**src/common/iitc_params.svh**
```systemverilog
// Purpose: Timing counts and field positions for the interrupt/trap block.
// Assumes: 125 MHz clock; sequence times taken as nanoseconds.
// Notes:   Header of definitions only.
`ifndef IITC_PARAMS_SVH
`define IITC_PARAMS_SVH
`define IITC_ADDR_W       16
`define IITC_CLK_NS       8
`define IITC_ZERO_ADDR    16'h0000
// ----------------------------------------------------------------
// Sequence lengths and sample times in time units, then their cycle counts.
// ----------------------------------------------------------------
`define IITC_INT_END_NS   3350
`define IITC_TIN_END_NS   2950
`define IITC_TOUT_END_NS  2950
`define IITC_ADDR_NS      600
`define IITC_DATA_NS      1900
`define IITC_INT_CYC  (`IITC_INT_END_NS / `IITC_CLK_NS)
`define IITC_TIN_CYC  (`IITC_TIN_END_NS / `IITC_CLK_NS)
`define IITC_TOUT_CYC (`IITC_TOUT_END_NS / `IITC_CLK_NS)
`define IITC_ADDR_CYC ((`IITC_ADDR_NS + `IITC_CLK_NS - 1) / `IITC_CLK_NS)
`define IITC_DATA_CYC ((`IITC_DATA_NS + `IITC_CLK_NS - 1) / `IITC_CLK_NS)
`endif

```
**src/common/iitc_pkg.sv**
```systemverilog
// Purpose: Types shared by the interrupt/trap block.
// Assumes: Nothing beyond the header.
// Notes:   States of the sequencer.
package iitc_pkg;
   typedef enum logic [1:0] {
      IITC_IDLE,
      IITC_INT,
      IITC_TIN,
      IITC_TOUT
   } iitc_state_e;
   typedef logic [15:0] iitc_word_t;
endpackage

```
**src/hdl/iitc_ctrl.sv**
```systemverilog
// Purpose: Recognise I/O bus interrupt and trap requests and sequence them.
// Assumes: Inputs synchronous to clk_in; bus lines read as a level.
// Notes:   The CPU core acts on the one-cycle command pulses this makes.
`include "iitc_params.svh"
`timescale 1ns/1ps
`default_nettype none
module iitc_ctrl
   import iitc_pkg::*;
(
   input  wire logic        clk_in,
   input  wire logic        sys_rst_in,
   input  wire logic        program_interrupt_request_in,
   input  wire logic        trap_in_request_in,
   input  wire logic        trap_out_request_in,
   input  wire logic        jump_mark_indicator_in,
   input  wire logic        addr_driven_in,
   input  wire iitc_word_t  io_bus_data_lines_in,
   input  wire logic        jump_taken_in,
   input  wire logic        io_transfer_in,
   input  wire logic        external_control_instr_in,
   input  wire logic        increment_replace_access_in,
   input  wire logic        step_active_in,
   input  wire logic        halted_in,
   output logic             branch_out,
   output logic             branch_mark_out,
   output iitc_word_t       branch_addr_out,
   output logic             mem_write_out,
   output logic             mem_read_out,
   output iitc_word_t       mem_addr_out,
   output iitc_word_t       mem_wdata_out,
   output logic             busy_out
);
   // ----------------------------------------------------------------
   // Recognition gating.
   // ----------------------------------------------------------------
   iitc_state_e state_r;                  // Sequencer state.
   logic [15:0] cnt_r;                    // Cycles into the sequence.
   logic        exc_after_r;              // Cycle after a control instr.
   logic        int_ok;                   // Interrupt may be recognised.
   logic        trap_ok;                  // Trap may be recognised.

   // One cycle of trap inhibit follows each external control cycle.
   always_ff @(posedge clk_in) begin
      if (sys_rst_in) begin
         exc_after_r <= 1'b0;
      end else begin
         exc_after_r <= external_control_instr_in;
      end
   end

   // Requests are levels held by the controller, so an inhibited one
   // simply waits on its line and is seen at the first free cycle.
   always_comb begin
      int_ok  = (state_r == IITC_IDLE) && !jump_taken_in;
      trap_ok = (state_r == IITC_IDLE) && !io_transfer_in
                && !external_control_instr_in && !exc_after_r
                && !increment_replace_access_in
                && !step_active_in && !halted_in;
   end

   // ----------------------------------------------------------------
   // Sequencer.
   // ----------------------------------------------------------------
   // Traps win over the interrupt since they finish sooner and need
   // no software help; the interrupt line is shared by all controllers.
   always_ff @(posedge clk_in) begin
      if (sys_rst_in) begin
         state_r <= IITC_IDLE;
         cnt_r   <= 16'h0000;
      end else begin
         unique case (state_r)
            IITC_IDLE: begin
               cnt_r <= 16'h0000;
               if (trap_ok && trap_in_request_in) begin
                  state_r <= IITC_TIN;
               end else if (trap_ok && trap_out_request_in) begin
                  state_r <= IITC_TOUT;
               end else if (int_ok && program_interrupt_request_in) begin
                  state_r <= IITC_INT;
               end
            end
            IITC_INT: begin
               cnt_r <= cnt_r + 16'h0001;
               if (cnt_r == 16'(`IITC_INT_CYC)) begin
                  state_r <= IITC_IDLE;
               end
            end
            IITC_TIN: begin
               cnt_r <= cnt_r + 16'h0001;
               if (cnt_r == 16'(`IITC_TIN_CYC)) begin
                  state_r <= IITC_IDLE;
               end
            end
            IITC_TOUT: begin
               cnt_r <= cnt_r + 16'h0001;
               if (cnt_r == 16'(`IITC_TOUT_CYC)) begin
                  state_r <= IITC_IDLE;
               end
            end
         endcase
      end
   end

   // ----------------------------------------------------------------
   // Outputs: sampled bus values and one-cycle command pulses.
   // ----------------------------------------------------------------
   // Address and data are sampled at their latest valid times.
   always_ff @(posedge clk_in) begin
      if (sys_rst_in) begin
         branch_out      <= 1'b0;
         branch_mark_out <= 1'b0;
         branch_addr_out <= 16'h0000;
         mem_write_out   <= 1'b0;
         mem_read_out    <= 1'b0;
         mem_addr_out    <= 16'h0000;
         mem_wdata_out   <= 16'h0000;
         busy_out        <= 1'b0;
      end else begin
         branch_out    <= 1'b0;
         mem_write_out <= 1'b0;
         mem_read_out  <= 1'b0;
         busy_out      <= (state_r != IITC_IDLE);
         if (state_r == IITC_INT && cnt_r == 16'(`IITC_ADDR_CYC)) begin
            branch_out      <= 1'b1;
            branch_mark_out <= jump_mark_indicator_in;
            branch_addr_out <= addr_driven_in ? io_bus_data_lines_in
                                              : `IITC_ZERO_ADDR;
         end
         if ((state_r == IITC_TIN || state_r == IITC_TOUT)
             && cnt_r == 16'(`IITC_ADDR_CYC)) begin
            mem_addr_out <= io_bus_data_lines_in;
            mem_read_out <= (state_r == IITC_TOUT);
         end
         if (state_r == IITC_TIN && cnt_r == 16'(`IITC_DATA_CYC)) begin
            mem_wdata_out <= io_bus_data_lines_in;
            mem_write_out <= 1'b1;
         end
      end
   end

   // ----------------------------------------------------------------
   // Checks.
   // ----------------------------------------------------------------
   // An interrupt seen during a taken jump must not start the interrupt sequence.
   a_no_int_jump: assert property (
      @(posedge clk_in) disable iff (sys_rst_in)
      (state_r == IITC_IDLE && jump_taken_in)
      |=> state_r != IITC_INT)
      else $error("interrupt recognised during taken jump");
   // Both the transfer cycle and the cycle after a control instruction
   // must keep traps out; the sampled past covers the trailing cycle.
   a_no_trap_exc: assert property (
      @(posedge clk_in) disable iff (sys_rst_in)
      (state_r == IITC_IDLE && (io_transfer_in
       || external_control_instr_in || $past(external_control_instr_in)))
      |=> !(state_r inside {IITC_TIN, IITC_TOUT}))
      else $error("trap recognised near control instruction");
   // No trap may start while an operand is being replaced.
   a_no_trap_inr: assert property (
      @(posedge clk_in) disable iff (sys_rst_in)
      (state_r == IITC_IDLE && increment_replace_access_in)
      |=> !(state_r inside {IITC_TIN, IITC_TOUT}))
      else $error("trap recognised during operand access");
   // A halted or stepping processor takes no trap.
   a_no_trap_halt: assert property (
      @(posedge clk_in) disable iff (sys_rst_in)
      (state_r == IITC_IDLE && (halted_in || step_active_in))
      |=> !(state_r inside {IITC_TIN, IITC_TOUT}))
      else $error("trap recognised while halted or stepping");
   // A taken interrupt that no trap outranks branches near time 600.
   a_int_branch: assert property (
      @(posedge clk_in) disable iff (sys_rst_in)
      (state_r == IITC_IDLE && $past(state_r) == IITC_IDLE
       && int_ok && program_interrupt_request_in
       && !(trap_ok && (trap_in_request_in || trap_out_request_in)))
      |=> ##[75:77] branch_out)
      else $error("interrupt did not branch in time");
   // An undriven interrupt address must come out as zero.
   a_zero_addr: assert property (
      @(posedge clk_in) disable iff (sys_rst_in)
      (state_r == IITC_INT && cnt_r == 16'(`IITC_ADDR_CYC)
       && !addr_driven_in)
      |=> branch_addr_out == `IITC_ZERO_ADDR)
      else $error("undriven interrupt address not zero");
   // A trap-in writes its word once the data time has passed.
   a_tin_write: assert property (
      @(posedge clk_in) disable iff (sys_rst_in)
      $rose(state_r == IITC_TIN) |-> ##[237:239] mem_write_out)
      else $error("trap-in did not write memory");
   // A trap-out reads its word once the address time has passed.
   a_tout_read: assert property (
      @(posedge clk_in) disable iff (sys_rst_in)
      $rose(state_r == IITC_TOUT) |-> ##[75:77] mem_read_out)
      else $error("trap-out did not read memory");
   // A trap-in that is no longer inhibited is taken at once.
   a_pending: assert property (
      @(posedge clk_in) disable iff (sys_rst_in)
      (state_r == IITC_IDLE && trap_ok && trap_in_request_in)
      |=> state_r == IITC_TIN)
      else $error("pending trap-in not taken when allowed");
   // Main scenarios: both interrupt flavours, both traps, a held trap.
   c_int: cover property (@(posedge clk_in) branch_out && branch_mark_out);
   c_zero: cover property (@(posedge clk_in) branch_out
      && branch_addr_out == `IITC_ZERO_ADDR);
   c_tin: cover property (@(posedge clk_in) mem_write_out);
   c_tout: cover property (@(posedge clk_in) mem_read_out);
   c_held: cover property (@(posedge clk_in) state_r == IITC_IDLE
      && trap_in_request_in && !trap_ok);
endmodule
`default_nettype wire

```
**config.mk**
```make
export PLATFORM = sky130hd
export DESIGN_NAME = iitc_ctrl
export DESIGN_NICKNAME = d
export VERILOG_FILES = /design/src/common/iitc_pkg.sv /design/src/hdl/iitc_ctrl.sv
export VERILOG_INCLUDE_DIRS = /design/src /design/src/common
export SDC_FILE = /design/constraint.sdc
export NUM_CORES = 1
export LEC_CHECK = 0
export ABC_CLOCK_PERIOD_IN_PS = 3050
export BUFFER_PORTS_ARGS = -buffer_cell sky130_fd_sc_hd__buf_2
export CELL_PAD_IN_SITES_DETAIL_PLACEMENT = 0
export CELL_PAD_IN_SITES_GLOBAL_PLACEMENT = 1
export CORE_ASPECT_RATIO = 0.6
export CORE_MARGIN = 1
export CORE_UTILIZATION = 39
export DETAILED_ROUTE_END_ITERATION = 10
export GPL_TIMING_DRIVEN = 0
export PLACE_DENSITY_LB_ADDON = 0.1
export SYNTH_ARGS = -nofsm -noshare
export SYNTH_HDL_FRONTEND = slang
export SYNTH_SLANG_ARGS = --single-unit
```
**constraint.sdc**
```tcl
create_clock -name clk_in -period 3.05 [get_ports clk_in]
set_clock_uncertainty 0.2 [all_clocks]
set_input_delay 0.61 -clock clk_in [delete_from_list [all_inputs] [get_ports clk_in]]
set_output_delay 0.61 -clock clk_in [all_outputs]
set_load 0.005 [all_outputs]
```
==> flow_metrics.tcl <==
set metrics [dict create \
    cp.depth 5 \
    leakagePower_uw 0.00163 \
    max_freq_ghz 0.368 \
    synthFlopType "dfxtp_1" \
    required_ns 3.11 \
    cts_made_buffers 9 \
    wl_per_cell_um 18.0 \
    crit_family "simple AND/OR/NAND/NOR gates" \
    worstSkewPairLatency_ns 0.33 \
    hold_path.class "reg -> reg" \
    crit_end "branch_mark_out" \
    cap_viol_max_count 0 \
    async_reset_ff_share_pct 0 \
    cp-start-kind "register" \
    drtIter0Drc 296 \
    path_cells "nor4_1, nand3b_1, nor3_2, buf_2, mux2i_1" \
    clock_sinks 72 \
    yosys_warnings 0 \
    final_util_pct 53.1 \
    cts_tree "built" \
    drtAntennaViolNets 0 \
    power.density_mw_per_mm2 559 \
    remaining_drc_errors 0 \
    crit_start "cnt_r[13]" \
    hold_slack_ns 0.259 \
    r2r.worst_path.cells 5 \
    path_class "reg -> reg" \
    htreeDepth 3 \
    drtPass1Iterations 4 \
    synth_seq_area_share_pct 46.0 \
    synth.most_common_cell "dfxtp_1" \
    fin_total_pwr_uw 2230 \
    status "completed" \
    synth_edf_count 0 \
    dp_hpwl_mm 7.37 \
    worst-path-max-fanout 10 \
    fin_ws_ns 0.331 \
    synth_commonest_cells "dfxtp_1, a21oi_1, clkbuf_1" \
    netlist.area_leader.share_pct 46.0 \
    final_layout_size_suffix_gt1_share_pct 25.3 \
    syn_to_final_growth_pct 27.2 \
    grt.total_usage_pct 24.2 \
    port_buffers 80 \
    cts-root-buf "clkbuf_16" \
    cp_num_buf_inv 1 \
    grt_pass1_wl_mm 15.4 \
    fp-row-count 24 \
    r2r_end "branch_mark_out" \
    critPathSlowestCell "nor4_1" \
    start_util_pct 41.7 \
    post-route-period-util_pct 89.2 \
    cts_setup_buffers 0 \
    synthesis.nets 375 \
    synthCells 343 \
    wirelength_mm 9.79 \
    setup_violations 0 \
    rsz0062_at_grt "no" \
    synth_area_leaders "dfxtp_1, a21oi_1, a41o_1, o311a_1, o31ai_1" \
    yosys.area.top_type "dfxtp_1" \
    nets 466 \
    max_stage_delay_ns 0.54 \
    synth_seq_cells 72 \
    final.setup.tns_ns 0 \
    gp_congestion 0.817 \
    drv_slew 0 \
    syn_avg_cell_area_um2 9.13 \
    dp_slack_ns 0.379 \
    insertedDiodeCount 0 \
    antenna_found_initial 0 \
    via_per_inst 5.73 \
    timing.rr.start "cnt_r[13]" \
    synth_cell_types 43 \
    cts_buffer_depth 2 \
    period_needed_ns 2.72 \
    die_y_um 71.4 \
    irDropWorstVdd_mv 0.291 \
    vias 3113 \
    ios 82 \
    grt_pass1_vias 2828 \
    crit_arrival_ns 2.78 \
    design.die.area_mm2 0.00840 \
    cts_resized 0 \
    worstMarginPinSlew_ns 0.617 \
    grt_max_degree 13 \
    overflow 0 \
    synth_area_mm2 0.00313 \
    finalHoldViolations 0 \
    crit_path_end_kind "register" \
    relSlewSlack_pct 58.9 \
    die_width_um 118 \
    ctsHoldBuffers 0 \
    r2r_setup_slack_ns 0.33 \
    core_mm2 0.00751 \
    clk_pin_slew_worst_paths_ns 0.05 \
]
-- area by class of cell --
| class | count | area [um^2] |
|---|---|---|
| fillers | 772 | 3520 |
| multi-input cells | 228 | 1510 |
| flip-flops and latches | 72 | 1440 |
| repair buffers | 80 | 400 |
| clock buffers | 11 | 243 |
| plain buffers | 35 | 148 |
| well taps | 104 | 130 |
| clock inverters | 5 | 80.1 |
| inverters | 8 | 30.0 |
-- sequential cells by signal, summed over array words and instances (netlist names) --
| register | cells |
|---|---|
| branch_addr_out | 16 |
| cnt_r | 16 |
| mem_addr_out | 16 |
| mem_wdata_out | 16 |
| state_r | 2 |
| branch_mark_out | 1 |
| branch_out | 1 |
| busy_out | 1 |
| exc_after_r | 1 |
| mem_read_out | 1 |
| mem_write_out | 1 |
-- per-layer routing --
layer	global-route usage, %	wire [um]
met5	0	0
met1	37.7	5390
met2	31.2	3640
met4	6.84	31
met3	7.25	716
-- worst min path at each step --
stage	start	to	slack [ns]	cells past startpoint
floorplan	state_r[0]	mem_read_out	0.24	2
global placement	branch_mark_out	branch_mark_out	0.24	2
detailed placement	mem_wdata_out[8]	mem_wdata_out[8]	0.25	2
CTS	mem_wdata_out[8]	mem_wdata_out[8]	0.26	2
global route	mem_wdata_out[8]	mem_wdata_out[8]	0.27	2
finish	mem_wdata_out[8]	mem_wdata_out[8]	0.26	2
-- cell families (layout without fill, tap and decap cells) --
kind of cell | after synthesis | after routing | synth area share [%]
xor+xnor | 10 | 10 | 2.80
fa+ha+maj | 3 | 3 | 1.20
mux | 1 | 1 | 0.320
flops | 72 | 72 | 46.0
simple gates | 103 | 103 | 18.9
buf+inv | 43 | 139 | 5.67
compound gates | 111 | 111 | 25.0
-- cell usage in the layout, fill, tap and decap left out, drive strengths merged, types with 2 or more instances in the layout --
master	Yosys	routed
o311a	16	16
nand3	24	24
xor2	2	2
a41o	16	16
clkbuf	26	37
clkinvlp	0	2
nor2	14	14
buf	9	89
nand4	18	18
o31ai	17	17
xnor2	8	8
and2	2	2
or4	4	4
dfxtp	72	72
nor4	10	10
nor2b	2	2
a21oi	37	37
or3	4	4
nor4bb	2	2
ha	3	3
or2	2	2
o21ai	19	19
inv	8	8
nand2	11	11
o311ai	2	2
nor3	5	5
bufinv	0	2
-- where the power goes --
part	switching, uW	leakage [uW]	internal (uW)	total (uW)
sequential	7.00	0.000581	948	955
clock	393	0.000152	736	1130
combinational	106	0.000894	37.5	144
total	506	0.00163	1720	2230
-- worst register-to-register path, cell delays in order (launching register included) --
cell and delay (ns):
dfxtp_1 0.36, nor4_1 0.55, nand3b_1 0.43, nor3_2 0.54, buf_2 0.34, mux2i_1 0.22
-- through the flow --
step           std cells  area [um^2]
2_1_floorplan        343         3130
3_3_place_gp         527         3660
3_5_place_dp         527         3660
4_1_cts              543         3990
5_1_grt              543         3990
6_report             543         3990
(Power assumes the default switching activity.)
